### src/verilog/oim_defines.vh
// Operand index modifier constants: opcodes, operand codes, instruction class codes
`ifndef OIM_DEFINES_VH
`define OIM_DEFINES_VH

// Prefix opcodes, upper nibble of the instruction byte
`define OIM_OP_DUAL        4'h8
`define OIM_OP_DEST        4'h9
`define OIM_OP_SRC         4'ha
`define OIM_OP_RAM         4'hb

// Operand codes selecting a register or port
`define OIM_R_ACC          4'h0
`define OIM_R_FLAG         4'h1
`define OIM_R_WORDP        4'h2
`define OIM_R_RAM          4'h3
`define OIM_R_IN0          4'h4
`define OIM_R_NULL         4'h5
`define OIM_R_IO0          4'h6
`define OIM_R_IO1          4'h7
`define OIM_R_OT1          4'h8
`define OIM_R_OT0          4'h9
`define OIM_R_PAGEP        4'ha
`define OIM_R_UNUSED       4'hb
`define OIM_R_OT3_IO2      4'hc
`define OIM_R_OT2          4'hd
`define OIM_R_IN1          4'he
`define OIM_R_IN2          4'hf

// Instruction class codes supplied by the decoder
`define OIM_CLS_REGRAM     2'h0
`define OIM_CLS_REGONLY    2'h1
`define OIM_CLS_ROMPTR     2'h2
`define OIM_CLS_OTHER      2'h3

// Reset value of every index latch
`define OIM_LATCH_RST      4'h0

// Prefix execution time, one machine cycle
`define OIM_PREFIX_CYCLES  1

`endif

### src/verilog/oim_index_latch.v
// One first-write-wins 4-bit index latch with its written flag
`timescale 1ns/100ps
`include "oim_defines.vh"

module oim_index_latch (
    input  wire       mclk_in,
    input  wire       sys_rst_in,
    input  wire       load_in,
    input  wire [3:0] code_in,
    input  wire       clear_in,
    output reg  [3:0] code_out,
    output reg        valid_out
);

    // First load sets the flag; later loads are ignored until clear
    always @(posedge mclk_in) begin
        if (sys_rst_in || clear_in) begin
            code_out  <= `OIM_LATCH_RST;
            valid_out <= 1'b0;
        end else if (load_in && !valid_out) begin
            code_out  <= code_in;
            valid_out <= 1'b1;
        end
    end

endmodule

### src/verilog/oim_mux16.v
// Sixteen-way 4-bit operand selector indexed by operand code
`timescale 1ns/100ps

module oim_mux16 (
    input  wire [3:0]  sel_in,
    input  wire [63:0] data_in,
    output wire [3:0]  data_out
);

    // Pick one nibble of the flattened bank
    assign data_out = data_in[{sel_in, 2'b00} +: 4];

endmodule

### src/verilog/oim_operand_index_modifier.v
// Operand index modifier: prefix latches, operand selectors, interrupt hold
`timescale 1ns/100ps
`include "oim_defines.vh"

module oim_operand_index_modifier (
    input  wire       mclk_in,
    input  wire       sys_rst_in,
    // Instruction fetch side
    input  wire       instr_valid_in,
    input  wire [7:0] instr_byte_in,
    input  wire [1:0] instr_class_in,
    input  wire [3:0] inh_src_in,
    input  wire [3:0] inh_dst_in,
    input  wire       inh_rom_operand_in,
    input  wire       instr_done_in,
    input  wire       variant_io2_in,
    // Pointer registers and operand data
    input  wire [2:0] page_pointer_in,
    input  wire [3:0] word_pointer_in,
    input  wire [3:0] accumulator_in,
    input  wire [3:0] flag_register_in,
    input  wire [3:0] ram_data_in,
    input  wire [3:0] rom_data_in,
    input  wire [3:0] input_port_zero_in,
    input  wire [3:0] input_port_one_in,
    input  wire [3:0] input_port_two_in,
    input  wire [3:0] bidir_port_zero_in,
    input  wire [3:0] bidir_port_one_in,
    input  wire [3:0] bidir_port_two_in,
    input  wire [3:0] output_port_zero_in,
    input  wire [3:0] output_port_one_in,
    input  wire [3:0] output_port_two_in,
    input  wire [3:0] output_port_three_in,
    input  wire [3:0] rom_ptr_imm_in,
    // Interrupt controller side
    input  wire       int_request_in,
    output wire       int_permit_out,
    output wire       int_take_out,
    // Decoded operand steering
    output wire       prefix_exec_out,
    output wire       flags_hold_out,
    output wire       ptr_write_block_out,
    output reg  [3:0] src_code_out,
    output reg  [3:0] dst_code_out,
    output reg  [3:0] alu_a_out,
    output reg  [3:0] alu_b_out,
    output reg  [6:0] ram_addr_out,
    output reg        ram_indexed_out,
    output reg  [3:0] rom_ptr_mid_out,
    output reg  [15:0] dst_write_onehot_out,
    output reg  [2:0] prefix_count_out,
    output reg        prefix_overflow_out
);

    // Opcode decode of the current byte
    wire [3:0] op_hi;
    wire [3:0] op_lo;
    wire       is_dual;
    wire       is_dest;
    wire       is_src;
    wire       is_ram;
    wire       is_prefix;

    assign op_hi     = instr_byte_in[7:4];
    assign op_lo     = instr_byte_in[3:0];
    assign is_dual   = instr_valid_in && (op_hi == `OIM_OP_DUAL);
    assign is_dest   = instr_valid_in && (op_hi == `OIM_OP_DEST);
    assign is_src    = instr_valid_in && (op_hi == `OIM_OP_SRC);
    assign is_ram    = instr_valid_in && (op_hi == `OIM_OP_RAM);
    assign is_prefix = is_dual || is_dest || is_src || is_ram;

    // Prefixes are single-cycle and never touch branch/carry or pointers
    assign prefix_exec_out     = is_prefix;
    assign flags_hold_out      = is_prefix;
    assign ptr_write_block_out = is_prefix;

    // Latch outputs
    wire [3:0] sa_code;
    wire [3:0] da_code;
    wire [3:0] ma_code;
    wire       sa_valid;
    wire       da_valid;
    wire       ma_valid;
    wire       clear_all;

    // Clear when the modified processing instruction completes
    assign clear_all = instr_done_in && !is_prefix;

    oim_index_latch u_source_index_latch (
        .mclk_in    (mclk_in),
        .sys_rst_in (sys_rst_in),
        .load_in    (is_src || is_dual),
        .code_in    (op_lo),
        .clear_in   (clear_all),
        .code_out   (sa_code),
        .valid_out  (sa_valid)
    );

    oim_index_latch u_dest_index_latch (
        .mclk_in    (mclk_in),
        .sys_rst_in (sys_rst_in),
        .load_in    (is_dest || is_dual),
        .code_in    (op_lo),
        .clear_in   (clear_all),
        .code_out   (da_code),
        .valid_out  (da_valid)
    );

    oim_index_latch u_ram_index_latch (
        .mclk_in    (mclk_in),
        .sys_rst_in (sys_rst_in),
        .load_in    (is_ram),
        .code_in    (op_lo),
        .clear_in   (clear_all),
        .code_out   (ma_code),
        .valid_out  (ma_valid)
    );

    // Pending-prefix state holds off interrupts
    reg pending_q;
    reg pending_d;

    always @* begin
        pending_d = pending_q;
        if (is_prefix) begin
            pending_d = 1'b1;
        end else if (clear_all) begin
            pending_d = 1'b0;
        end
    end

    always @(posedge mclk_in) begin
        if (sys_rst_in) begin
            pending_q <= 1'b0;
        end else begin
            pending_q <= pending_d;
        end
    end

    // Interrupt permitted only with no prefix in flight
    assign int_permit_out = !pending_q && !is_prefix;
    assign int_take_out   = int_request_in && int_permit_out;

    // Prefix counter flags code with more than three prefixes
    reg [2:0] count_q;
    reg [2:0] count_d;

    always @* begin
        count_d = count_q;
        if (is_prefix) begin
            if (count_q != 3'h7) begin
                count_d = count_q + 3'h1;
            end
        end else if (clear_all) begin
            count_d = 3'h0;
        end
    end

    always @(posedge mclk_in) begin
        if (sys_rst_in) begin
            count_q <= 3'h0;
        end else begin
            count_q <= count_d;
        end
    end

    // Registered status of the prefix chain
    always @(posedge mclk_in) begin
        if (sys_rst_in) begin
            prefix_count_out    <= 3'h0;
            prefix_overflow_out <= 1'b0;
        end else begin
            prefix_count_out    <= count_d;
            prefix_overflow_out <= (count_d > 3'h3);
        end
    end

    // Effective operand codes, falling back to inherent ones
    reg [3:0] src_eff;
    reg [3:0] dst_eff;
    reg       src_is_ram;
    reg       dst_is_ram;

    always @* begin
        src_eff = sa_valid ? sa_code : inh_src_in;
        dst_eff = da_valid ? da_code : inh_dst_in;
        src_is_ram = (src_eff == `OIM_R_RAM);
        dst_is_ram = (dst_eff == `OIM_R_RAM);
        case (instr_class_in)
            `OIM_CLS_REGRAM: begin
                // Redirection by source/destination; RAM prefix moves RAM
                src_is_ram = (src_eff == `OIM_R_RAM);
                dst_is_ram = (dst_eff == `OIM_R_RAM);
            end
            `OIM_CLS_REGONLY: begin
                // RAM prefix turns the redirected operand into RAM
                if (ma_valid && sa_valid) begin
                    src_eff = `OIM_R_RAM;
                end
                if (ma_valid && da_valid) begin
                    dst_eff = `OIM_R_RAM;
                end
                src_is_ram = (src_eff == `OIM_R_RAM);
                dst_is_ram = (dst_eff == `OIM_R_RAM);
            end
            default: begin
                src_is_ram = (src_eff == `OIM_R_RAM);
                dst_is_ram = (dst_eff == `OIM_R_RAM);
            end
        endcase
    end

    // Operand bank ordered by operand code
    wire [63:0] bank;
    wire [3:0]  code_c_data;
    wire [3:0]  src_data;

    // Slots for codes 0 to 7
    wire [3:0]  slot_0;
    wire [3:0]  slot_1;
    wire [3:0]  slot_2;
    wire [3:0]  slot_3;
    wire [3:0]  slot_4;
    wire [3:0]  slot_5;
    wire [3:0]  slot_6;
    wire [3:0]  slot_7;

    // Slots for codes 8 to f
    wire [3:0]  slot_8;
    wire [3:0]  slot_9;
    wire [3:0]  slot_a;
    wire [3:0]  slot_b;
    wire [3:0]  slot_c;
    wire [3:0]  slot_d;
    wire [3:0]  slot_e;
    wire [3:0]  slot_f;

    // Code c follows the port variant
    assign code_c_data = variant_io2_in ? bidir_port_two_in : output_port_three_in;

    // Registers and ports for codes 0 to 7; code 5 reads zero
    assign slot_0 = accumulator_in;
    assign slot_1 = flag_register_in;
    assign slot_2 = word_pointer_in;
    assign slot_3 = ram_data_in;
    assign slot_4 = input_port_zero_in;
    assign slot_5 = 4'h0;
    assign slot_6 = bidir_port_zero_in;
    assign slot_7 = bidir_port_one_in;

    // Ports and page pointer for codes 8 to f; code b reads zero
    assign slot_8 = output_port_one_in;
    assign slot_9 = output_port_zero_in;
    assign slot_a = {1'b0, page_pointer_in};
    assign slot_b = 4'h0;
    assign slot_c = code_c_data;
    assign slot_d = output_port_two_in;
    assign slot_e = input_port_one_in;
    assign slot_f = input_port_two_in;

    // Flattened bank, code f in the top nibble
    assign bank = {slot_f, slot_e, slot_d, slot_c, slot_b, slot_a, slot_9, slot_8,
                   slot_7, slot_6, slot_5, slot_4, slot_3, slot_2, slot_1, slot_0};

    oim_mux16 u_source_selector (
        .sel_in   (src_eff),
        .data_in  (bank),
        .data_out (src_data)
    );

    // Single RAM address for source and destination
    reg [6:0] ram_addr_d;
    reg       indexed_d;

    always @* begin
        indexed_d  = ma_valid;
        ram_addr_d = {page_pointer_in, word_pointer_in};
        if (ma_valid) begin
            ram_addr_d = {3'h0, ma_code};
        end
    end

    // Registered steering outputs
    always @(posedge mclk_in) begin
        if (sys_rst_in) begin
            src_code_out         <= `OIM_R_ACC;
            dst_code_out         <= `OIM_R_ACC;
            alu_a_out            <= 4'h0;
            alu_b_out            <= 4'h0;
            ram_addr_out         <= 7'h00;
            ram_indexed_out      <= 1'b0;
        end else begin
            src_code_out    <= src_eff;
            dst_code_out    <= dst_eff;
            alu_a_out       <= src_data;
            alu_b_out       <= inh_rom_operand_in ? rom_data_in : ram_data_in;
            ram_addr_out    <= ram_addr_d;
            ram_indexed_out <= indexed_d;
        end
    end

    // ROM pointer middle nibble, refreshed only by the pointer-set class
    always @(posedge mclk_in) begin
        if (sys_rst_in) begin
            rom_ptr_mid_out <= 4'h0;
        end else if (instr_class_in == `OIM_CLS_ROMPTR) begin
            if (ma_valid) begin
                rom_ptr_mid_out <= ram_data_in;
            end else if (sa_valid) begin
                rom_ptr_mid_out <= src_data | rom_ptr_imm_in;
            end else begin
                rom_ptr_mid_out <= rom_ptr_imm_in;
            end
        end
    end

    // Destination write strobe for each non-prefix instruction
    always @(posedge mclk_in) begin
        if (sys_rst_in) begin
            dst_write_onehot_out <= 16'h0000;
        end else if (instr_valid_in && !is_prefix) begin
            dst_write_onehot_out <= 16'h0001 << dst_eff;
        end else begin
            dst_write_onehot_out <= 16'h0000;
        end
    end

endmodule
### config.mk
export PLATFORM = sky130hd
export DESIGN_NAME = oim_operand_index_modifier
export DESIGN_NICKNAME = d
export VERILOG_FILES = /design/src/verilog/oim_index_latch.v /design/src/verilog/oim_mux16.v /design/src/verilog/oim_operand_index_modifier.v
export VERILOG_INCLUDE_DIRS = /design/src /design/src/verilog
export SDC_FILE = /design/constraint.sdc
export NUM_CORES = 1
export LEC_CHECK = 0
export ABC_CLOCK_PERIOD_IN_PS = 3500
export BUFFER_PORTS_ARGS = -buffer_cell sky130_fd_sc_hd__buf_2
export CORE_UTILIZATION = 51
export DETAILED_ROUTE_END_ITERATION = 10
export PLACE_DENSITY = 0.89
export SETUP_SLACK_MARGIN = 0.05
export SKIP_CTS_REPAIR_TIMING = 1
export SYNTH_ARGS = -nofsm -noshare
export SYNTH_HDL_FRONTEND = slang
export SYNTH_SLANG_ARGS = --single-unit
### constraint.sdc
create_clock -name mclk_in -period 3.5 [get_ports mclk_in]
set_input_delay 0.7 -clock mclk_in [delete_from_list [all_inputs] [get_ports mclk_in]]
set_output_delay 0.7 -clock mclk_in [all_outputs]
set_load 0.02 [all_outputs]
==> metrics.yaml, run 1 <==
sta:
  hold_viol_final: 0
  fin_tns_setup_ns: 0
  timing.hold.ws_ns: 0.4869
  max_slew_margin_pct: 45.72
  fmax_ghz: 0.3552
  drv_slew: 0
  finClkSkew_ns: 0.01100
  period_share_pct: 80.44
  worst_slew_pin_slew_ns: 0.8080
  rsz0062_at_grt: "false"
  setup-violations-final: 0
  min_period_ns: 2.815
global_routing:
  grt-ovfl-total: 0
  grt_pass1_vias: 2839
  grt_pass1_wl_um: 13810
  grt_max_degree: 29
  grtUsageTotal_pct: 28.33
  antenna_found_initial: 0
power:
  p_int_mw: 1.145
  ir_worst_vdd_mv: 0.3817
  p_per_area_nw_per_um2: 401.9
  combPwrFrac_pct: 18.2
  clkPwrFrac_pct: 34.6
  switching_share_pct: 29.13
  p_sw_uw: 470.5
  seq_power_share_pct: 47.2
  p_leak_nw: 1.855
drt:
  drt_iter0_drc: 177
  dr.pass1.iters: 4
  vias: 3085
  routedWlPerCell_um: 16.02
  drc_errors: 0
  avgViaCountPerCell: 5.480
  final_antenna_net_count: 0
  drt-total-wl_um: 9022
synthesis:
  synth_edf_count: 0
  synth-main-ff-cell: "dfxtp_1"
  ys_ff_latch: 64
  synth_nets: 442
  netlist_area_um2: 3162
  yosysWarnings: 0
  yosysSeqAreaShare_pct: 40.52
  synth_cell_type_count: 63
  netlist_instances: 349
  synth_async_sr_flop_share_pct: 0
  avgSynthCellArea_um2: 9.060
worst_setup_path:
  path_class: "flip-flop to flip-flop"
  r2r_cells: 6
  cp.arrival_ns: 3.05
  crit_required_ns: 3.74
  cp-start-kind: "flip-flop"
  regToRegStartpoint: "u_source_index_latch.valid_out"
  end_kind: "flip-flop"
  worst-path-max-fanout: 16
  reg2reg_slack_ns: 0.68
  reg2reg_to: "rom_ptr_mid_out[2]"
place:
  portBuffers: 144
  gp_congestion: 0.9309
  hpwl_um: 6945
finish:
  nets: 577
  fill_cells: 537
  num_antenna_cells: 0
  synthToLayoutAreaGrowth_pct: 27.11
  drive_gt1_share_pct: 39.34
floorplan:
  initial_core_util_pct: 53.09
  die_h_um: 80.74
  ios: 145
  fp-row-count: 28
  die_w_um: 80.74
  fp.coreArea_um2: 5956
  dieArea_um2: 6518
run:
  maxCapViolations: 0
clock_network:
  cts-root-buf: "clkbuf_8"
  cts_buffer_depth: 2
  cts_made_buffers: 9
  clock_latency_ns: 0.34
  cts.htree.levels: 3
  clk_pin_slew_ns: 0.07
  cts.sinks: 64
  cts_tree: "yes"
hold_path:
  hold_end: "pending_q"
  whs_path_depth: 2
  min-delay-start: "pending_q"
  holdCritPathClass: "flip-flop to flip-flop"
status:
  status: "finished clean"
## power groups by stage
stage | Sequential (mW) | Combinational, mW | Clock [mW]
6_report | 0.762 | 0.295 | 0.559
3_3_place_gp | 0.778 | 0.287 | 0
5_1_grt | 0.764 | 0.317 | 0.598
2_1_floorplan | 0.805 | 0.150 | 0
3_5_place_dp | 0.779 | 0.290 | 0
4_1_cts | 0.762 | 0.291 | 0.568
## routing by layer
metal / share of wire [%] / up-vias / GRT usage [%]
li1: - / 1511 / -
met1: 42 / 1403 / 35.76
met2: 47 / 150 / 45.76
met3: 7.9 / 21 / 8.090
met4: 2.5 / 0 / 10.71
met5: 0 / - / 0
## worst max-delay path, stage by stage, from the launching register on
cell	delay, ns
dfxtp_1	0.77
and4b_1	0.79
nor2_1	0.38
o221a_2	0.23
o32ai_2	0.26
nor3_1	0.08
o21a_1	0.18
## layout by cell type (no fill, tap or decap), types with 3 or more instances in the layout
master and n:
a21o_1 3, a21oi_1 14, and2_1 4, buf_2 144
clkbuf_8 10, dfxtp_1 64, inv_1 5, mux2_2 3
mux2_4 3, mux2i_1 30, nand2_1 20, nand2b_1 4
nand3_1 10, nor2_1 63, nor2b_1 6, nor3_1 19
o21a_1 3, o21ai_0 17, o21ai_1 3, o22a_1 3
o31ai_1 3
## sequential cells by signal, summed over array words and instances (netlist names)
signal,flops
ram_addr_out,7
dst_code_out,4
u_ram_index_latch.code_out,4
u_dest_index_latch.code_out,4
prefix_count_out,3
u_dest_index_latch.valid_out,1
alu_b_out,4
src_code_out,4
u_source_index_latch.valid_out,1
rom_ptr_mid_out,4
u_source_index_latch.code_out,4
u_ram_index_latch.valid_out,1
ram_indexed_out,1
pending_q,1
prefix_overflow_out,1
dst_write_onehot_out,16
alu_a_out,4
## metrics by stage
stage               utilization (%)  instance area (um^2)  power [mW]  std cells  setup WS, ns
floorplan                         -                  3162      0.9553        349        0.9334
global placement              64.60                  3847       1.066        548        0.7675
detailed placement            64.60                  3847       1.069        548        0.6822
CTS                           67.48                  4019       1.621        563        0.7193
global route                  67.48                  4019       1.679        563        0.5174
finish                        67.48                  4019       1.615        563        0.6845
## Yosys cell counts (5+ instances only)
cell type | count | share of area (%)
buf_4 | 5 | 1.2
inv_1 | 5 | 0.59
nor2_1 | 63 | 7.5
nand3_1 | 10 | 1.6
dfxtp_1 | 64 | 41
o21ai_0 | 17 | 2.7
a21oi_1 | 14 | 2.2
nor2b_1 | 6 | 1.2
buf_6 | 5 | 1.8
mux2i_1 | 30 | 9.5
nor3_1 | 19 | 3.0
nand2_1 | 20 | 2.4
clkbuf_1 | 7 | 0.83
## worst max path at each step
stage	from	end	slack (ns)
finish	u_source_index_latch.valid_out	rom_ptr_mid_out[2]	0.68
global route	u_source_index_latch.valid_out	rom_ptr_mid_out[1]	0.52
CTS	u_source_index_latch.valid_out	rom_ptr_mid_out[2]	0.72
detailed placement	instr_class_in[1]	alu_a_out[0]	0.68
global placement	instr_class_in[0]	alu_a_out[0]	0.77
floorplan	instr_byte_in[7]	int_take_out	0.93
## cell families after synthesis
kind of cell / share of synthesized area (%)
AO/OA/AOI/OAI: 17.65
buffers and inverters: 5.263
flip-flops: 40.52
XOR/XNOR: 0.2771
multiplexers: 13.14
AND/OR/NAND/NOR: 22.75
adder cells (fa/ha/maj): 0.3957
## final cells by class
cell class | instances | area (um^2) | share of cell area (%)
clock inverter | 5 | 33.78 | 0.8406
tap | 75 | 93.84 | 2.335
multi-input combinational | 257 | 1714 | 42.65
timing repair buffer | 146 | 735.7 | 18.31
sequential | 64 | 1281 | 31.88
clock buffer | 10 | 137.6 | 3.425
inverter | 6 | 22.52 | 0.5604
No activity file was read; power rests on OpenSTA's default activity.
==> inputs of run 2 (changes only) <==
ABC_CLOCK_PERIOD_IN_PS = 2620   (was 3500)
CORE_UTILIZATION = 47   (was 51)
PLACE_DENSITY = 0.83   (was 0.89)
clock period = 2.62 ns   (was 3.5 ns; I/O delays follow)
==> run 2 against run 1 <==
Effect of this change: the run now ends with DRC left; via count hardly changed; fmax is 28% higher; critical path depth is 1 higher; die area is 8.3% higher; power is 34% higher; non-clock buffer count is 4 higher.
==> metrics.yaml, run 2 (synthesis gave the netlist of run 1 again) <==
clock_network:
  cts.htree.levels: 3  # unchanged
  clock_latency_ns: 0.33  # was 0.34 ns
  cts_made_buffers: 9  # unchanged
  cts-root-buf: "clkbuf_8"  # unchanged
  cts.sinks: 64  # unchanged
  cts_tree: "yes"  # unchanged
  clk_pin_slew_ns: 0.07  # about the same
  cts_buffer_depth: 2  # unchanged
power:
  p_per_area_nw_per_um2: 534.4  # was 401.9 nW/um^2
  p_sw_uw: 630.1  # was 470.5 uW
  switching_share_pct: 29.04  # was 29.13%
  p_int_mw: 1.540  # was 1.145 mW
  seq_power_share_pct: 46.8  # was 47.2%
  clkPwrFrac_pct: 35.0  # was 34.6%
  combPwrFrac_pct: 18.1  # was 18.2%
  p_leak_nw: 1.881  # was 1.855 nW
  ir_worst_vdd_mv: 0.2492  # was 0.3817 mV
  power_mw: 2.170  # was 1.615 mW
global_routing:
  grt-ovfl-total: 0  # unchanged
  use_met1_pct: 33.58  # was 35.76%
  grt_pass1_wl_um: 13910  # was 13810 um
  grt_pass1_vias: 2913  # was 2839
  grtUsageTotal_pct: 25.23  # was 28.33%
  grt_max_degree: 29  # unchanged
  use_met3_pct: 4.550  # was 8.090%
  top_usage_layer: "met2"  # unchanged
  antenna_found_initial: 0  # unchanged
  grt.met2_usage_pct: 40.54  # was 45.76%
sta:
  finClkSkew_ns: 0.007602  # was 0.01100 ns
  fin_tns_setup_ns: 0  # unchanged
  max_slew_margin_pct: 55.40  # was 45.72%
  drv_slew: 0  # unchanged
  rsz0062_at_grt: "false"  # unchanged
  min_period_ns: 2.199  # was 2.815 ns
  hold_viol_final: 0  # unchanged
  worst_slew_pin_slew_ns: 0.6640  # was 0.8080 ns
  setup-violations-final: 0  # unchanged
  fmax_ghz: 0.4547  # was 0.3552 GHz
  period_share_pct: 83.94  # was 80.44%
worst_setup_path:
  reg2reg_slack_ns: 0.42  # was 0.68 ns
  crit_required_ns: 2.83  # was 3.74 ns
  cp.arrival_ns: 2.41  # was 3.05 ns
  path_class: "flip-flop to flip-flop"  # unchanged
  cp-start-kind: "flip-flop"  # unchanged
  worst-path-max-fanout: 12  # was 16
  end_kind: "flip-flop"  # unchanged
status:
  status: "complete, but fails checks"  # was finished clean
  violations: "DRC"
drt:
  drt-total-wl_um: 8661  # was 9022 um
  dr.pass1.iters: 7  # was 4
  drc_errors: 12  # was 0
  final_antenna_net_count: 0  # unchanged
  routedWlPerCell_um: 15.19  # was 16.02 um
  avgViaCountPerCell: 5.411  # was 5.480
  drt_iter0_drc: 187  # was 177
  vias: 3084  # was 3085
place:
  portBuffers: 144  # unchanged
  hpwl_um: 6726  # was 6945 um
  gp_congestion: 0.9537  # was 0.9309
  dpl_cell_area_um2: 3880  # was 3847 um^2
finish:
  final_util_pct: 63.22  # was 67.48%
  top_register: "dst_write_onehot_out"  # unchanged
  final_common_cell: "buf_2"  # unchanged
  synthToLayoutAreaGrowth_pct: 28.41  # was 27.11%
  largest_register_ffs: 16  # unchanged
  final_area_um2: 4060  # was 4019 um^2
  nets: 581  # was 577
  layout_common_cells: "buf_2, dfxtp_1, nor2_1"  # unchanged
  drive_gt1_share_pct: 39.96  # was 39.34%
  reg_top3: "dst_write_onehot_out x16, ram_addr_out x7"  # unchanged
  num_antenna_cells: 0  # unchanged
floorplan:
  dieArea_um2: 7059  # was 6518 um^2
  die_h_um: 84.02  # was 80.74 um
  fp-row-count: 29  # was 28
  die_w_um: 84.02  # was 80.74 um
  ios: 145  # unchanged
  fp.coreArea_um2: 6422  # was 5956 um^2
  initial_core_util_pct: 49.23  # was 53.09%
run:
  maxCapViolations: 0  # unchanged
hold_path:
  holdCritPathClass: "primary input to flip-flop"  # was flip-flop to flip-flop
==> run 2: cell count changes in the layout (fill, tap and decap cells not counted) <==
cell / before / now
inv_6: 0 / 1
buf_4: 2 / 6
==> run 2: stage by stage <==
stage	setup WS [ns]	hold WS, ns	cells
after floorplan	0.4054	0.4516	349
after global placement	0.3318	0.4583	554
after detailed placement	0.3341	0.4798	554
after CTS	0.4367	0.4023	570
after global routing	0.1902	0.4021	570
final	0.4209	0.4156	570
==> run 2: layout make-up <==
class	instances	area, um^2
fillers	569	2362
multi-input cells	257	1714
flip-flops and latches	64	1281
repair buffers	150	765.7
clock buffers	10	137.6
well taps	77	96.34
clock inverters	6	42.54
inverters	6	22.52
==> run 2: metal layers <==
layer | vias up | part of all wire (%) | wire length (um)
li1 | 1518 | - | -
met1 | 1419 | 45 | 3916
met2 | 123 | 46 | 4010
met3 | 24 | 5.6 | 483
met4 | 0 | 2.9 | 250
met5 | - | 0 | 0
==> run 2: worst paths after layout <==
path / from / to / cells past startpoint
max: u_source_index_latch.valid_out / rom_ptr_mid_out[3] / 7
min: page_pointer_in[0] / ram_addr_out[4] / 2
max reg2reg: u_source_index_latch.valid_out / rom_ptr_mid_out[3] / 7
min reg2reg: u_source_index_latch.code_out[3] / u_source_index_latch.code_out[3] / 2
==> run 2: power groups by stage <==
stage / clock network [mW] / registers [mW] / logic, mW
global placement: 0 / 1.04 / 0.383
finish: 0.760 / 1.02 / 0.393
CTS: 0.766 / 1.02 / 0.390
global route: 0.812 / 1.02 / 0.426
floorplan: 0 / 1.08 / 0.201
detailed placement: 0 / 1.04 / 0.388
==> run 2: worst max-delay path, cell delays in order (launching register included) <==
cell and delay, ns:
dfxtp_1 0.34, buf_4 0.23, mux2i_2 0.52, nand2_2 0.26, mux2i_1 0.25, o31ai_1 0.09, o211ai_1 0.26, o21ai_1 0.11
==> inputs of run 3 (changes only) <==
ABC_AREA = 1   (was default)
ABC_CLOCK_PERIOD_IN_PS = 1800   (was 2620)
CORE_UTILIZATION = 42   (was 47)
PLACE_DENSITY = 0.79   (was 0.83)
clock period = 1.8 ns   (was 2.62 ns; I/O delays follow)
==> run 3 against run 2 <==
Effect of this change: the flow now finishes without violations; clock skew hardly changed; hold slack worse by 0.14 ns; clock power is 62% higher; setup slack worse by 0.40 ns; clock-buffer cell count is 3 higher; register-to-register slack worse by 0.40 ns; cell area is 13% higher; routed wire length is 11% higher; largest power group unchanged; highest routed layer unchanged.
==> metrics.yaml, run 3 <==
status:
  status: "finished clean"  # was complete, but fails checks
worst_setup_path:
  cp_common_cell: "nand2_1"
  regToRegStartpoint: "u_source_index_latch.valid_out"  # unchanged
  cp-start-kind: "flip-flop"  # unchanged
  reg2reg_slack_ns: 0.02  # was 0.42 ns
  cp.arrival_ns: 2.05  # was 2.41 ns
  startpoint: "u_source_index_latch.valid_out"  # unchanged
  cp_cell_sequence: "buf_6 > nand2_8 > nand2_2 > nor2_4 > buf_4 > a21oi_1 > a21oi_2 > nand2_1 > nand2_1 > nand2_1 > nand2_1 > nand2_1 > a21oi_2"  # was buf_4 > mux2i_2 > nand2_2 > mux2i_1 > o31ai_1 > o211ai_1 > o21ai_1
  slowest_stage: "dfxtp_4"  # was mux2i_2
  path_class: "flip-flop to flip-flop"  # unchanged
  critical-path-top-delay-family: "simple AND/OR/NAND/NOR gates"  # was multiplexers
  cp.buffers_inverters: 2  # was 1
  max_stage_delay_ns: 0.37  # was 0.52 ns
  end_kind: "flip-flop"  # unchanged
  crit_required_ns: 2.07  # was 2.83 ns
  worst-path-max-fanout: 6  # was 12
floorplan:
  die_w_um: 87.99  # was 84.02 um
  initial_core_util_pct: 44.48  # was 49.23%
  die_h_um: 87.99  # was 84.02 um
  fp-row-count: 30  # was 29
  dieArea_um2: 7742  # was 7059 um^2
  ios: 145  # unchanged
  fp.coreArea_um2: 6982  # was 6422 um^2
sta:
  hold_viol_final: 0  # unchanged
  setup-violations-final: 0  # unchanged
  max_slew_margin_pct: 78.14  # was 55.40%
  drv_slew: 0  # unchanged
  timing.hold.ws_ns: 0.2740  # was 0.4156 ns
  finClkSkew_ns: 0.007398  # was 0.007602 ns
  fmax_ghz: 0.5618  # was 0.4547 GHz
  period_share_pct: 98.89  # was 83.94%
  worst_slew_pin_slew_ns: 0.3257  # was 0.6640 ns
  min_period_ns: 1.780  # was 2.199 ns
  rsz0062_at_grt: "true"  # was false
finish:
  synthToLayoutAreaGrowth_pct: 47.18  # was 28.41%
  layout_common_cells: "buf_2, nand2_1, inv_1"  # was buf_2, dfxtp_1, nor2_1
  top_register: "dst_write_onehot_out"  # unchanged
  drive_gt1_share_pct: 39.76  # was 39.96%
  final_area_um2: 4571  # was 4060 um^2
  fill_cells: 638  # was 569
  reg_top3: "dst_write_onehot_out x16, ram_addr_out x7"  # unchanged
  nets: 742  # was 581
  final_util_pct: 65.47  # was 63.22%
  largest_register_ffs: 16  # unchanged
  num_antenna_cells: 0  # unchanged
  final_common_cell: "buf_2"  # unchanged
global_routing:
  grt-ovfl-total: 0  # unchanged
  use_met1_pct: 28.74  # was 33.58%
  grt.met2_usage_pct: 42.00  # was 40.54%
  grtUsageTotal_pct: 24.24  # was 25.23%
  grt_max_degree: 22  # was 29
  antenna_found_initial: 0  # unchanged
  use_met3_pct: 5.655  # was 4.550%
  grt_pass1_wl_um: 14350  # was 13910 um
  top_usage_layer: "met2"  # unchanged
  grt_pass1_vias: 3326  # was 2913
place:
  hpwl_um: 7242  # was 6726 um
  portBuffers: 144  # unchanged
  dpl_cell_area_um2: 4073  # was 3880 um^2
  gp_congestion: 0.9051  # was 0.9537
synthesis:
  synth_edf_count: 0  # unchanged
  synth_cell_type_count: 25  # was 63
  synth_nets: 567  # was 442
  synthXorXnorAreaFrac_pct: 0.2820  # was 0.2770%
  netlist_instances: 474  # was 349
  avgSynthCellArea_um2: 6.552  # was 9.060 um^2
  synth_top_family_by_area: "simple AND/OR/NAND/NOR gates"  # unchanged
  synth_async_sr_flop_share_pct: 0  # unchanged
  yosysSeqAreaShare_pct: 41.26  # was 40.52%
  synth-main-ff-cell: "dfxtp_1"  # unchanged
  synth_top_area_share_pct: 41.26  # was 40.52%
  synth-simple-area-share_pct: 32.39  # was 22.75%
  yosysWarnings: 0  # unchanged
  yosys-top-cells-area: "dfxtp_1, nand2_1, inv_1"  # was dfxtp_1, mux2i_1, nor2_1
  ys_ff_latch: 64  # unchanged
  netlist_area_um2: 3105  # was 3162 um^2
  synth_area_leader_cell: "dfxtp_1"  # unchanged
  yosysMostFrequentCell: "nand2_1"  # was dfxtp_1
  ys_top_cells_by_count: "nand2_1, inv_1, nor2_1, dfxtp_1, a21oi_1"  # was dfxtp_1, nor2_1, mux2i_1, nand2_1, nor3_1
  synth_fa_ha_area_share_pct: 0.4029  # was 0.3957%
  synth.area.mux_share_pct: 0  # was 13.14%
  synth_compound_area_share_pct: 11.93  # was 17.65%
drt:
  avgViaCountPerCell: 4.792  # was 5.411
  vias: 3594  # was 3084
  drc_errors: 0  # was 12
  drt_iter0_drc: 120  # was 187
  drt-total-wl_um: 9578  # was 8661 um
  final_antenna_net_count: 0  # unchanged
  dr.pass1.iters: 5  # was 7
  routedWlPerCell_um: 12.77  # was 15.19 um
clock_network:
  cts_buffer_depth: 2  # unchanged
  cts_made_buffers: 9  # unchanged
  clock_latency_ns: 0.34  # was 0.33 ns
  cts-root-buf: "clkbuf_8"  # unchanged
  cts.sinks: 64  # unchanged
  cts_tree: "yes"  # unchanged
  cts.htree.levels: 3  # unchanged
  clk_pin_slew_ns: 0.07  # about the same
hold_path:
  holdCritPathClass: "primary input to flip-flop"  # unchanged
  min-delay-start: "page_pointer_in[1]"  # was page_pointer_in[0]
power:
  switching_share_pct: 27.75  # was 29.04%
  combPwrFrac_pct: 20.4  # was 18.1%
  clkPwrFrac_pct: 36.2  # was 35.0%
  seq_power_share_pct: 43.4  # was 46.8%
  p_sw_uw: 944.9  # was 630.1 uW
  p_leak_nw: 2.519  # was 1.881 nW
  p_int_mw: 2.460  # was 1.540 mW
  ir_worst_vdd_mv: 0.5209  # was 0.2492 mV
  p_per_area_nw_per_um2: 744.9  # was 534.4 nW/um^2
run:
  maxCapViolations: 0  # unchanged
[run 3: cell types whose count changed after synthesis, sizes merged, moves of 5 or more]
cell,before,now
mux2,6,0
a21oi,14,41
nand3,10,36
nor2b,6,0
inv,6,88
nor3,20,2
nor2,66,79
clkbuf,7,2
mux2i,32,0
nand2,23,117
[run 3: cells by family after synthesis]
kind of cell / Yosys count
fa+ha+maj: 1
compound gates: 70
buf+inv: 102
xor+xnor: 1
simple gates: 236
flops: 64
[run 3: worst paths after layout]
path	end	cells after the start
worst max-delay path	rom_ptr_mid_out[0]	13
worst min-delay path	ram_addr_out[5]	3
worst max register to register	rom_ptr_mid_out[0]	13
worst min register to register	u_dest_index_latch.code_out[3]	2
[run 3: power groups by stage]
stage | clock, mW | sequential, mW | combinational [mW]
floorplan | 0 | 1.57 | 0.295
global placement | 0 | 1.51 | 0.595
detailed placement | 0 | 1.51 | 0.601
CTS | 1.25 | 1.48 | 0.605
global route | 1.32 | 1.48 | 0.760
finish | 1.23 | 1.48 | 0.693
[run 3: final cells by class]
cell class | count | area [um^2] | area share [%]
multi-input combinational | 308 | 1592 | 34.82
sequential | 64 | 1285 | 28.11
timing repair buffer | 178 | 1042 | 22.80
inverter | 88 | 332.8 | 7.282
clock buffer | 13 | 158.9 | 3.477
tap | 96 | 120.1 | 2.628
clock inverter | 3 | 40.04 | 0.8760
[run 3: layer usage]
| metal | wire [um] | vias up | share of wire, % |
|---|---|---|---|
| li1 | - | 1799 | - |
| met1 | 3973 | 1631 | 41 |
| met2 | 4792 | 140 | 50 |
| met3 | 604 | 24 | 6.3 |
| met4 | 209 | 0 | 2.2 |
| met5 | 0 | - | 0 |
[run 3: per-stage QoR]
stage	cells	power, mW	setup slack, ns	TNS, ns
3_3_place_gp	728	2.106	-0.003762	-0.003762
4_1_cts	744	3.335	-0.1015	-0.1538
3_5_place_dp	728	2.113	-0.06647	-0.06647
2_1_floorplan	474	1.861	0.1238	0
6_report	750	3.405	0.01994	0
5_1_grt	750	3.565	-0.1170	-0.2676
[run 3: tightest hold or removal path, delay by kind of cell]
kind,cells,cell delay [ns]
buf+inv,2,0.12
simple gates,1,0.09
